`config.mk`:
```
export PLATFORM = sky130hd
export DESIGN_NAME = cssu_clock_select_startup
export DESIGN_NICKNAME = d
export VERILOG_FILES = /design/src/cssu_pkg.sv /design/src/cssu_clock_select_startup.sv /design/src/cssu_decode.sv /design/src/cssu_gate.sv
export SDC_FILE = /design/constraint.sdc
export NUM_CORES = 1
export LEC_CHECK = 0
export ABC_CLOCK_PERIOD_IN_PS = 4520
export BUFFER_PORTS_ARGS = -buffer_cell sky130_fd_sc_hd__buf_4
export CAP_MARGIN = 20
export CORE_MARGIN = 8
export CORE_UTILIZATION = 50
export CTS_CLUSTER_SIZE = 28
export DETAILED_ROUTE_END_ITERATION = 8
export PLACE_DENSITY = 0.87
export SYNTH_ARGS = -nofsm -noshare
export SYNTH_HDL_FRONTEND = slang
export SYNTH_HIERARCHICAL = 1
export SYNTH_SLANG_ARGS = --single-unit
```
`constraint.sdc`:
```
create_clock -name pclk -period 4.52 [get_ports pclk]
set_input_delay 0.226 -clock pclk [delete_from_list [all_inputs] [get_ports pclk]]
set_output_delay 0.226 -clock pclk [all_outputs]
set_load 0.005 [all_outputs]
```
`src/cssu_pkg.sv`:
```
// package of constants and types for the clock source select and start-up block
package cssu_pkg;

    // ==========================================================
    // register map (apb byte addresses)
    localparam logic [11:0] CSSU_FUSE_OFF   = 12'h000;
    localparam logic [11:0] CSSU_CTRL_OFF   = 12'h004;
    localparam logic [11:0] CSSU_STAT_OFF   = 12'h008;

    // ==========================================================
    // fuse word field positions
    localparam int CSSU_CKSEL_LSB = 0;
    localparam int CSSU_SUT_LSB   = 4;
    localparam int CSSU_SWING_BIT = 6;

    // factory fuse values, one means unprogrammed
    localparam logic [3:0] CSSU_CKSEL_RST = 4'h1;
    localparam logic [1:0] CSSU_SUT_RST   = 2'h2;
    localparam logic       CSSU_SWING_RST = 1'b1;

    // ==========================================================
    // ctrl register field positions
    localparam int CSSU_SLEEP_LSB = 0;
    localparam int CSSU_CONV_BIT  = 3;
    localparam int CSSU_WAKE_BIT  = 4;

    // ==========================================================
    // start-up counts in source cycles
    localparam int CSSU_CK_6    = 6;
    localparam int CSSU_CK_18   = 18;
    localparam int CSSU_CK_258  = 258;
    localparam int CSSU_CK_1K   = 1024;
    localparam int CSSU_CK_16K  = 16384;
    localparam int CSSU_CK_32K  = 32768;
    // reset delays in watchdog oscillator cycles
    localparam int CSSU_WD_4K   = 4096;
    localparam int CSSU_WD_64K  = 65536;

    // ==========================================================
    // types
    typedef enum logic [2:0] {
        CSSU_SRC_XTAL, CSSU_SRC_LFXTAL, CSSU_SRC_EXTRC, CSSU_SRC_INTRC, CSSU_SRC_EXTCLK
    } cssu_src_t;

    typedef enum logic [1:0] {
        CSSU_RNG_LOW, CSSU_RNG_MID, CSSU_RNG_HIGH, CSSU_RNG_WIDE
    } cssu_range_t;

    typedef enum logic [1:0] {
        CSSU_RD_NONE, CSSU_RD_4K, CSSU_RD_64K
    } cssu_rdly_t;

    typedef enum logic [2:0] {
        CSSU_SLP_ACTIVE, CSSU_SLP_IDLE, CSSU_SLP_CONV, CSSU_SLP_PDOWN, CSSU_SLP_PSAVE
    } cssu_sleep_t;

endpackage
```
`src/cssu_clock_select_startup.sv`:
```
// clock source select, start-up sequencer and clock domain gating
// Behaviour
// - fuse code picks crystal, low-freq crystal, external RC, internal RC or external clock
// - fuse bit one is unprogrammed, zero is programmed
// - wake from power-down or power-save waits a source-cycle start-up count
// - start from reset adds a delay counted on the watchdog oscillator
// - reset delay is 4096 or 65536 watchdog oscillator cycles
// - factory fuses are source 0001 and start-up 10
// - crystal range codes 101, 110, 111 apply unless full swing is chosen
// - crystal start-up table for lowest select bit zero
// - crystal start-up table for lowest select bit one
// - stopping core clock halts register file, status and stack memory
// - io clock runs peripherals; some external interrupts sensed without a clock
// - two-wire slave address match works while io clock is stopped
// - flash clock follows core clock
// - async timer clock is an independent domain from a 32kHz crystal
// - converter clock is separate so core and io clocks may stop
// - sleep mode selection gates off clocks of unused modules
//
// Design decisions made here: the APB register port and the address map.
`timescale 1ns/1ns
module cssu_clock_select_startup
    import cssu_pkg::*;
#(
    parameter int WD_SHORT = CSSU_WD_4K,
    parameter int WD_LONG  = CSSU_WD_64K
) (
    // apb slave
    input  wire logic        pclk,
    input  wire logic        presetn,
    input  wire logic        psel,
    input  wire logic        penable,
    input  wire logic        pwrite,
    input  wire logic [11:0] paddr,
    input  wire logic [31:0] pwdata,
    output logic [31:0]      prdata,
    output logic             pready,
    output logic             pslverr,
    // clock sources
    input  wire logic        source_clock,
    input  wire logic        watchdog_clock,
    input  wire logic        async_crystal_clock,
    // asynchronous wake events
    input  wire logic        async_wake_pin,
    // gate enables (registered) for the clock domains
    output logic             core_clock_en,
    output logic             io_clock_en,
    output logic             flash_clock_en,
    output logic             async_timer_clock_en,
    output logic             converter_clock_en,
    output logic             run_ready
);

    // ==========================================================
    // fuse and control state
    logic [3:0]  fuse_cksel_ff, nxt_fuse_cksel;
    logic [1:0]  fuse_sut_ff, nxt_fuse_sut;
    logic        fuse_swing_ff, nxt_fuse_swing;
    logic [2:0]  sleep_ff, nxt_sleep;
    logic        conv_en_ff, nxt_conv_en;
    logic [31:0] prdata_ff, nxt_prdata;
    logic        pslverr_ff, nxt_pslverr;
    logic [1:0]  src_sync_ff, wd_sync_ff, pin_sync_ff;

    cssu_src_t   src;
    cssu_range_t range;
    logic [16:0] osc_count;
    cssu_rdly_t  rst_delay;
    logic        reserved;

    // fuses default to the shipped setting after reset
    cssu_decode u_decode (
        .clock_source_select    (fuse_cksel_ff),
        .startup_time_select    (fuse_sut_ff),
        .amplifier_swing_option (fuse_swing_ff),
        .src                    (src),
        .range                  (range),
        .osc_count              (osc_count),
        .rst_delay              (rst_delay),
        .reserved               (reserved)
    );

    // ==========================================================
    // apb access, zero wait states
    logic wr_en;
    logic rd_en;
    logic wake_req;
    logic seq_busy;
    assign wr_en = psel & penable & pwrite;
    assign rd_en = psel & penable & ~pwrite;

    function automatic logic addr_ok(input logic [11:0] a);
        return (a == CSSU_FUSE_OFF) || (a == CSSU_CTRL_OFF) || (a == CSSU_STAT_OFF);
    endfunction

    always_comb begin
        nxt_fuse_cksel = fuse_cksel_ff;
        nxt_fuse_sut   = fuse_sut_ff;
        nxt_fuse_swing = fuse_swing_ff;
        nxt_sleep      = sleep_ff;
        nxt_conv_en    = conv_en_ff;
        nxt_prdata     = prdata_ff;
        nxt_pslverr    = 1'b0;
        wake_req       = 1'b0;
        if (psel & ~penable) begin
            nxt_pslverr = ~addr_ok(paddr);
            nxt_prdata  = 32'h0000_0000;
            if (!pwrite && paddr == CSSU_FUSE_OFF) begin
                nxt_prdata = {25'h0, fuse_swing_ff, fuse_sut_ff, fuse_cksel_ff};
            end else if (!pwrite && paddr == CSSU_CTRL_OFF) begin
                nxt_prdata = {28'h0, conv_en_ff, sleep_ff};
            end else if (!pwrite && paddr == CSSU_STAT_OFF) begin
                nxt_prdata = {23'h0, reserved, rst_delay, range, src, run_ready};
            end
        end
        // the pin wakes any sleep mode even with io clock stopped; a ctrl write below wins
        if (pin_sync_ff[1] && sleep_ff != 3'(CSSU_SLP_ACTIVE)) begin
            nxt_sleep = 3'(CSSU_SLP_ACTIVE);
        end
        // fuses feed the decoder directly; status and a running count follow a write at once
        if (wr_en && paddr == CSSU_FUSE_OFF) begin
            nxt_fuse_cksel = pwdata[CSSU_CKSEL_LSB +: 4];
            nxt_fuse_sut   = pwdata[CSSU_SUT_LSB +: 2];
            nxt_fuse_swing = pwdata[CSSU_SWING_BIT];
        end
        if (wr_en && paddr == CSSU_CTRL_OFF) begin
            nxt_sleep   = pwdata[CSSU_SLEEP_LSB +: 3];
            nxt_conv_en = pwdata[CSSU_CONV_BIT];
            wake_req    = pwdata[CSSU_WAKE_BIT];
        end
    end

    always_ff @(posedge pclk or negedge presetn) begin
        if (!presetn) begin
            fuse_cksel_ff <= CSSU_CKSEL_RST;
            fuse_sut_ff   <= CSSU_SUT_RST;
            fuse_swing_ff <= CSSU_SWING_RST;
            sleep_ff      <= 3'(CSSU_SLP_ACTIVE);
            conv_en_ff    <= 1'b0;
            prdata_ff     <= 32'h0000_0000;
            pslverr_ff    <= 1'b0;
        end else begin
            fuse_cksel_ff <= nxt_fuse_cksel;
            fuse_sut_ff   <= nxt_fuse_sut;
            fuse_swing_ff <= nxt_fuse_swing;
            sleep_ff      <= nxt_sleep;
            conv_en_ff    <= nxt_conv_en;
            prdata_ff     <= nxt_prdata;
            pslverr_ff    <= nxt_pslverr;
        end
    end

    assign prdata  = prdata_ff;
    assign pready  = 1'b1;
    assign pslverr = pslverr_ff;

    // ==========================================================
    // synchronisers for foreign clocks and the wake pin
    logic       src_prev_ff, wd_prev_ff;
    always_ff @(posedge pclk or negedge presetn) begin
        if (!presetn) begin
            src_sync_ff <= 2'h0;
            wd_sync_ff  <= 2'h0;
            pin_sync_ff <= 2'h0;
            src_prev_ff <= 1'b0;
            wd_prev_ff  <= 1'b0;
        end else begin
            src_sync_ff <= {src_sync_ff[0], source_clock};
            wd_sync_ff  <= {wd_sync_ff[0], watchdog_clock};
            pin_sync_ff <= {pin_sync_ff[0], async_wake_pin};
            src_prev_ff <= src_sync_ff[1];
            wd_prev_ff  <= wd_sync_ff[1];
        end
    end

    logic src_tick;
    logic wd_tick;
    assign src_tick = src_sync_ff[1] & ~src_prev_ff;
    assign wd_tick  = wd_sync_ff[1] & ~wd_prev_ff;

    // ==========================================================
    // start-up sequencer
    typedef enum logic [1:0] {
        CSSU_ST_RESET, CSSU_ST_OSC, CSSU_ST_RUN, CSSU_ST_SLEEP
    } cssu_seq_t;

    cssu_seq_t   state_ff, nxt_state;
    logic [16:0] cnt_ff, nxt_cnt;
    logic [16:0] wd_limit;
    logic        deep_sleep;
    logic        run_ff, nxt_run;

    assign deep_sleep = (sleep_ff == 3'(CSSU_SLP_PDOWN)) || (sleep_ff == 3'(CSSU_SLP_PSAVE));
    assign seq_busy   = (state_ff != CSSU_ST_RUN);

    always_comb begin
        unique case (rst_delay)
            CSSU_RD_4K:  wd_limit = 17'(WD_SHORT);
            CSSU_RD_64K: wd_limit = 17'(WD_LONG);
            default:     wd_limit = 17'h0_0000;
        endcase
    end

    always_comb begin
        nxt_state = state_ff;
        nxt_cnt   = cnt_ff;
        nxt_run   = 1'b0;
        unique case (state_ff)
            // reset delay runs on watchdog cycles, not the system clock
            CSSU_ST_RESET: begin
                if (cnt_ff >= wd_limit) begin
                    nxt_state = CSSU_ST_OSC;
                    nxt_cnt   = 17'h0_0000;
                end else if (wd_tick) begin
                    nxt_cnt = cnt_ff + 17'h0_0001;
                end
            end
            // oscillator count in cycles of the selected source
            CSSU_ST_OSC: begin
                if (cnt_ff >= osc_count) begin
                    nxt_state = CSSU_ST_RUN;
                    nxt_cnt   = 17'h0_0000;
                    nxt_run   = 1'b1;
                end else if (src_tick) begin
                    nxt_cnt = cnt_ff + 17'h0_0001;
                end
            end
            CSSU_ST_RUN: begin
                nxt_run = 1'b1;
                if (deep_sleep) begin
                    nxt_state = CSSU_ST_SLEEP;
                    nxt_run   = 1'b0;
                end
            end
            // wake from deep sleep skips the reset delay
            CSSU_ST_SLEEP: begin
                if (wake_req || pin_sync_ff[1]) begin
                    nxt_state = CSSU_ST_OSC;
                    nxt_cnt   = 17'h0_0000;
                end
            end
        endcase
    end

    always_ff @(posedge pclk or negedge presetn) begin
        if (!presetn) begin
            state_ff <= CSSU_ST_RESET;
            cnt_ff   <= 17'h0_0000;
            run_ff   <= 1'b0;
        end else begin
            state_ff <= nxt_state;
            cnt_ff   <= nxt_cnt;
            run_ff   <= nxt_run;
        end
    end

    // ==========================================================
    // clock domain gating by sleep mode
    logic core_en_ff, io_en_ff, asy_en_ff, conv_ff;
    logic nxt_core_en, nxt_io_en, nxt_asy_en, nxt_conv;

    always_comb begin
        nxt_core_en = nxt_run && (nxt_sleep == 3'(CSSU_SLP_ACTIVE));
        nxt_io_en   = nxt_run && (nxt_sleep == 3'(CSSU_SLP_ACTIVE) || nxt_sleep == 3'(CSSU_SLP_IDLE));
        // async timer survives every sleep except power-down
        nxt_asy_en  = (nxt_sleep != 3'(CSSU_SLP_PDOWN));
        nxt_conv    = nxt_run && nxt_conv_en && !deep_sleep;
    end

    always_ff @(posedge pclk or negedge presetn) begin
        if (!presetn) begin
            core_en_ff <= 1'b0;
            io_en_ff   <= 1'b0;
            asy_en_ff  <= 1'b0;
            conv_ff    <= 1'b0;
        end else begin
            core_en_ff <= nxt_core_en;
            io_en_ff   <= nxt_io_en;
            asy_en_ff  <= nxt_asy_en;
            conv_ff    <= nxt_conv;
        end
    end

    // the real gate for the async domain sits on its own crystal clock
    logic async_gated;
    cssu_gate u_async_gate (
        .clk_in  (async_crystal_clock),
        .rst_n   (presetn),
        .enable  (asy_en_ff),
        .clk_out (async_gated)
    );

    assign core_clock_en        = core_en_ff;
    assign flash_clock_en       = core_en_ff;
    assign io_clock_en          = io_en_ff;
    assign async_timer_clock_en = asy_en_ff;
    assign converter_clock_en   = conv_ff;
    assign run_ready            = run_ff;

    // ==========================================================
    // checks
    a_core_gated_startup: assert property (@(posedge pclk) disable iff (!presetn)
        seq_busy |-> !core_en_ff)
        else $error("core clock enabled before start-up finished");
    a_flash_follows_core: assert property (@(posedge pclk) disable iff (!presetn)
        flash_clock_en == core_clock_en)
        else $error("flash clock differs from core clock");
    a_wake_to_osc: assert property (@(posedge pclk) disable iff (!presetn)
        (state_ff == CSSU_ST_SLEEP && wake_req) |=> (state_ff == CSSU_ST_OSC && cnt_ff == 17'h0_0000))
        else $error("wake did not start oscillator count");
    a_reset_delay_end: assert property (@(posedge pclk) disable iff (!presetn)
        (state_ff == CSSU_ST_RESET && cnt_ff < wd_limit) |=> state_ff == CSSU_ST_RESET)
        else $error("reset delay left early");
    a_osc_count_end: assert property (@(posedge pclk) disable iff (!presetn)
        (state_ff == CSSU_ST_OSC && cnt_ff < osc_count) |=> state_ff != CSSU_ST_RUN)
        else $error("oscillator count cut short");
    a_deep_sleep_core: assert property (@(posedge pclk) disable iff (!presetn)
        (state_ff == CSSU_ST_SLEEP) |-> !core_en_ff && !io_en_ff)
        else $error("clocks running in deep sleep");
    a_core_stops_halt: assert property (@(posedge pclk) disable iff (!presetn)
        $fell(run_ff) |-> ##1 !core_en_ff)
        else $error("core clock ran after halt");
    a_io_with_core: assert property (@(posedge pclk) disable iff (!presetn)
        core_en_ff |-> io_en_ff)
        else $error("io clock off while core clock on");

endmodule // cssu_clock_select_startup

```
`src/cssu_decode.sv`:
```
// fuse decoder: clock source, range and start-up counts
`timescale 1ns/1ns
module cssu_decode
    import cssu_pkg::*;
(
    // fuse inputs
    input  wire logic [3:0]  clock_source_select,
    input  wire logic [1:0]  startup_time_select,
    input  wire logic        amplifier_swing_option,
    // decoded outputs
    output cssu_src_t        src,
    output cssu_range_t      range,
    output logic [16:0]      osc_count,
    output cssu_rdly_t       rst_delay,
    output logic             reserved
);

    logic [2:0] crystal_range_select;
    logic       crystal_startup_group;

    assign crystal_range_select  = clock_source_select[3:1];
    assign crystal_startup_group = clock_source_select[0];

    // decode of source class; zero bits mean programmed
    always_comb begin
        src       = CSSU_SRC_EXTCLK;
        range     = CSSU_RNG_WIDE;
        osc_count = 17'(CSSU_CK_6);
        rst_delay = CSSU_RD_NONE;
        reserved  = 1'b0;
        if (clock_source_select >= 4'hA) begin
            src = CSSU_SRC_XTAL;
            // full swing amplifier spans every range code
            if (!amplifier_swing_option) begin
                range = CSSU_RNG_WIDE;
            end else if (crystal_range_select == 3'h5) begin
                range = CSSU_RNG_LOW;
            end else if (crystal_range_select == 3'h6) begin
                range = CSSU_RNG_MID;
            end else begin
                range = CSSU_RNG_HIGH;
            end
            unique case ({crystal_startup_group, startup_time_select})
                3'h0: begin osc_count = 17'(CSSU_CK_258); rst_delay = CSSU_RD_4K;  end
                3'h1: begin osc_count = 17'(CSSU_CK_258); rst_delay = CSSU_RD_64K; end
                3'h2: begin osc_count = 17'(CSSU_CK_1K);  rst_delay = CSSU_RD_NONE; end
                3'h3: begin osc_count = 17'(CSSU_CK_1K);  rst_delay = CSSU_RD_4K;  end
                3'h4: begin osc_count = 17'(CSSU_CK_1K);  rst_delay = CSSU_RD_64K; end
                3'h5: begin osc_count = 17'(CSSU_CK_16K); rst_delay = CSSU_RD_NONE; end
                3'h6: begin osc_count = 17'(CSSU_CK_16K); rst_delay = CSSU_RD_4K;  end
                3'h7: begin osc_count = 17'(CSSU_CK_16K); rst_delay = CSSU_RD_64K; end
            endcase
        end else if (clock_source_select == 4'h9) begin
            src = CSSU_SRC_LFXTAL;
            unique case (startup_time_select)
                2'h0: begin osc_count = 17'(CSSU_CK_1K);  rst_delay = CSSU_RD_4K;  end
                2'h1: begin osc_count = 17'(CSSU_CK_1K);  rst_delay = CSSU_RD_64K; end
                2'h2: begin osc_count = 17'(CSSU_CK_32K); rst_delay = CSSU_RD_64K; end
                2'h3: reserved = 1'b1;
            endcase
        end else if (clock_source_select >= 4'h5) begin
            src = CSSU_SRC_EXTRC;
            unique case (startup_time_select)
                2'h0: begin osc_count = 17'(CSSU_CK_18); rst_delay = CSSU_RD_NONE; end
                2'h1: begin osc_count = 17'(CSSU_CK_18); rst_delay = CSSU_RD_4K;  end
                2'h2: begin osc_count = 17'(CSSU_CK_18); rst_delay = CSSU_RD_64K; end
                2'h3: begin osc_count = 17'(CSSU_CK_6);  rst_delay = CSSU_RD_4K;  end
            endcase
        end else if (clock_source_select >= 4'h1) begin
            src = CSSU_SRC_INTRC;
            unique case (startup_time_select)
                2'h0: rst_delay = CSSU_RD_NONE;
                2'h1: rst_delay = CSSU_RD_4K;
                2'h2: rst_delay = CSSU_RD_64K;
                2'h3: reserved  = 1'b1;
            endcase
        end else begin
            // external clock: only the first start-up row is known, others reuse its count
            src = CSSU_SRC_EXTCLK;
        end
    end

endmodule // cssu_decode

```
`src/cssu_gate.sv`:
```
// glitch-free clock gate: latch-free enable retimed on the falling edge
`timescale 1ns/1ns
module cssu_gate (
    // clock and reset
    input  wire logic clk_in,
    input  wire logic rst_n,
    // enable and gated clock
    input  wire logic enable,
    output logic      clk_out
);

    logic en_ff;

    // enable changes only while clk_in is low, so no runt pulses
    always_ff @(negedge clk_in or negedge rst_n) begin
        if (!rst_n) begin
            en_ff <= 1'b0;
        end else begin
            en_ff <= enable;
        end
    end

    assign clk_out = clk_in & en_ff;

endmodule // cssu_gate

```
==> results.py <==
metrics = {
    "synthesis": {
        "synth_edf_count": 0,
        "ys_seq_area_share_pct": 35.1,
        "yosysMostFrequentCell": "dfrtp_1",
        "synth_top_area_share_pct": 33.1,
        "synthCells": 425,
        "synth_largest_area_cell": "dfrtp_1",
        "yosysUniqueCellTypes": 64,
        "synth_area_per_cell_um2": 8.91,
        "ys_ff_latch": 53,
        "ys.flop_type": "dfrtp_1",
        "ys_top_cells_by_count": "dfrtp_1, inv_1, buf_4",
        "synth_area_mm2": 0.00378,
        "ys_warn_count": 6,
        "ys_top_cells_by_area": "dfrtp_1, ha_1, buf_4, inv_1, nor2_1",
        "async_flop_share_pct": 100,
    },
    "final_layout": {
        "utilization_pct": 56.8,
        "fillers": 616,
        "nets": 545,
        "antennaDiodeCount": 0,
        "final_layout_size_suffix_gt1_share_pct": 18.0,
        "area_delta_synth_final_pct": 9.36,
        "finalInstanceArea_mm2": 0.00414,
    },
    "die": {
        "dieArea_mm2": 0.0106,
        "die_x_um": 103,
        "dieHeight_um": 103,
        "start_util_pct": 51.9,
        "ioPinCount": 93,
        "coreArea_mm2": 0.00729,
        "fp-row-count": 31,
    },
    "job": {
        "maxCapViolations": 0,
    },
    "routing": {
        "final_antenna_net_count": 0,
        "avgViaCountPerCell": 5.45,
        "wl_per_cell_um": 14.5,
        "wl_um": 8110,
        "drt_first_pass_iters": 5,
        "drc": 0,
        "drt_first_iter_violations": 157,
        "vias": 3052,
    },
    "clock_tree": {
        "clk_pin_slew_ns": 0.10,
        "cts_buffers": 5,
        "post_cts_buffers": 0,
        "cts_tree": "yes",
        "clockBufferDepth": 2,
        "root_buffer": "clkbuf_8",
        "cts_sinks": 53,
        "clk_latency_ns": 0.31,
        "htree_levels": 2,
    },
    "setup_path": {
        "start_kind": "flop",
        "crit_fanout": 15,
        "critPathKind": "reg2reg",
        "arrival_ns": 3.99,
        "cp-end-kind": "flop",
        "r2r_cells": 14,
        "endpoint": "cnt_ff[14]",
        "startpoint": "fuse_sut_ff[1]",
        "r2r-end": "cnt_ff[14]",
        "reg2reg_slack_ns": 0.73,
        "worstPathRequired_ns": 4.72,
        "worstReg2RegStart": "fuse_sut_ff[1]",
    },
    "placed_design": {
        "gp_congestion": 0.918,
        "port_buffers": 42,
        "dpl_cell_area_mm2": 0.00403,
        "hpwl_um": 6200,
    },
    "sta": {
        "rsz0062_at_grt": "false",
        "final.min_clock_period_ns": 3.79,
        "skew_ns": 0.00964,
        "fin_setup_tns_ns": 0,
        "fmax_mhz": 264,
        "worstMarginPinSlew_ns": 0.833,
        "finalHoldViolations": 0,
        "setup_viol": 0,
        "slew_violations": 0,
        "finalCritPeriodShare_pct": 83.9,
        "relSlewSlack_pct": 44.0,
    },
    "power_and_ir_drop": {
        "ir_drop_uv": 165,
        "p_per_area_mw_per_mm2": 304,
        "cellLeakagePower_nw": 1.91,
        "p_total_mw": 1.26,
    },
    "global_routing": {
        "track_usage_pct": 15.9,
        "grt_pass1_wl_um": 13600,
        "antenna_found_initial": 0,
        "grt_start_max_net_pins": 54,
        "gr-total-overflow": 0,
        "grt_pass1_vias": 2956,
    },
    "outcome": {
        "outcome": "finished, final reports clean",
    },
    "worst_hold_path": {
        "hold_class": "in2reg",
        "hp-start": "watchdog_clock",
    },
}
## how the worst min path moves through the flow
stage                                       to  slack (ns)  depth (start not counted)
after floorplan           async_timer_clock_en       -0.07                          0
after global placement           wd_sync_ff[1]        0.29                          1
after detailed placement            wd_prev_ff        0.31                          1
after CTS                       src_sync_ff[0]       0.004                          1
after global routing            pin_sync_ff[0]       0.008                          1
final                            wd_sync_ff[0]        0.02                          1
## timing repair
action                    4_1_cts  5_1_grt
hold endpoints to repair       50        1
gates resized for setup         0        0
hold buffers                    1        1
## placed cells by master, fill, tap and decap left out, drive strengths merged, types with 6 or more instances in the layout
cell type,count
a21o,8
a21oi,21
a22o,10
buf,45
clkbuf,6
conb,34
dfrtp,50
ha,32
inv,41
mux2,11
nand2,31
nand3,19
nor2,39
nor2b,11
nor3,7
nor4,9
o21ai,16
o22ai,6
## registers in the layout, indices dropped and copies added (netlist names), 2 cells and up
name           flops
cnt_ff            17
prdata             9
fuse_cksel_ff      4
sleep_ff           3
fuse_sut_ff        2
pin_sync_ff        2
src_sync_ff        2
state_ff           2
wd_sync_ff         2
## critical path, stage by stage, from the launching register on
cell      delay, ns
dfstp_2        0.63
inv_1          0.09
ha_1           0.31
a21oi_1        0.16
o21ai_0        0.13
a221oi_2       0.41
nand2b_1       0.11
ha_1           0.30
nand3_1        0.07
o21a_1         0.26
a311oi_1       0.38
o31ai_2        0.22
buf_4          0.25
a21o_1         0.16
a22o_1         0.23
## logic make-up (layout without fill, tap and decap cells)
family                     count (synthesis)  in the layout  share of synthesized area [%]
AOI/OAI and AO/OA                         90             90                           17.4
muxes                                     13             13                           3.80
xor gates and xnor gates                   1              1                          0.231
buffers and inverters                     90             95                           12.8
and+or+nand+nor                          143            143                           19.7
other                                      3             34                          0.297
DFF                                       53             53                           35.1
adders and majority gates                 32             32                           10.6
## metrics by stage
stage	hold slack, ns	instances	setup WS (ns)
after global routing	0.00808	560	0.555
final	0.0190	560	0.727
after detailed placement	0.308	550	0.801
after CTS	0.00354	559	0.804
after global placement	0.293	550	0.864
after floorplan	-0.0696	456	1.26
## layout make-up
| class | count | area [um^2] | share of cell area (%) |
|---|---|---|---|
| multi-input combinational | 313 | 2090 | 50.5 |
| sequential | 53 | 1330 | 32.1 |
| timing repair buffer | 47 | 358 | 8.65 |
| inverter | 40 | 150 | 3.63 |
| tap | 99 | 124 | 2.99 |
| clock buffer | 6 | 72.6 | 1.75 |
| clock inverter | 2 | 13.8 | 0.333 |
## power breakdown
| group | internal, mW | switching [mW] |
|---|---|---|
| clock network | 0.111 | 0.164 |
| logic | 0.188 | 0.254 |
| registers | 0.508 | 0.0337 |
| total | 0.808 | 0.452 |
## per-layer routing
metal / GRT usage (%) / part of all wire (%)
met4: 5.78 / 1.4
met1: 19.5 / 42
met3: 2.36 / 5.6
met5: 0 / 0
met2: 27.4 / 51
(Power assumes the default switching activity.)
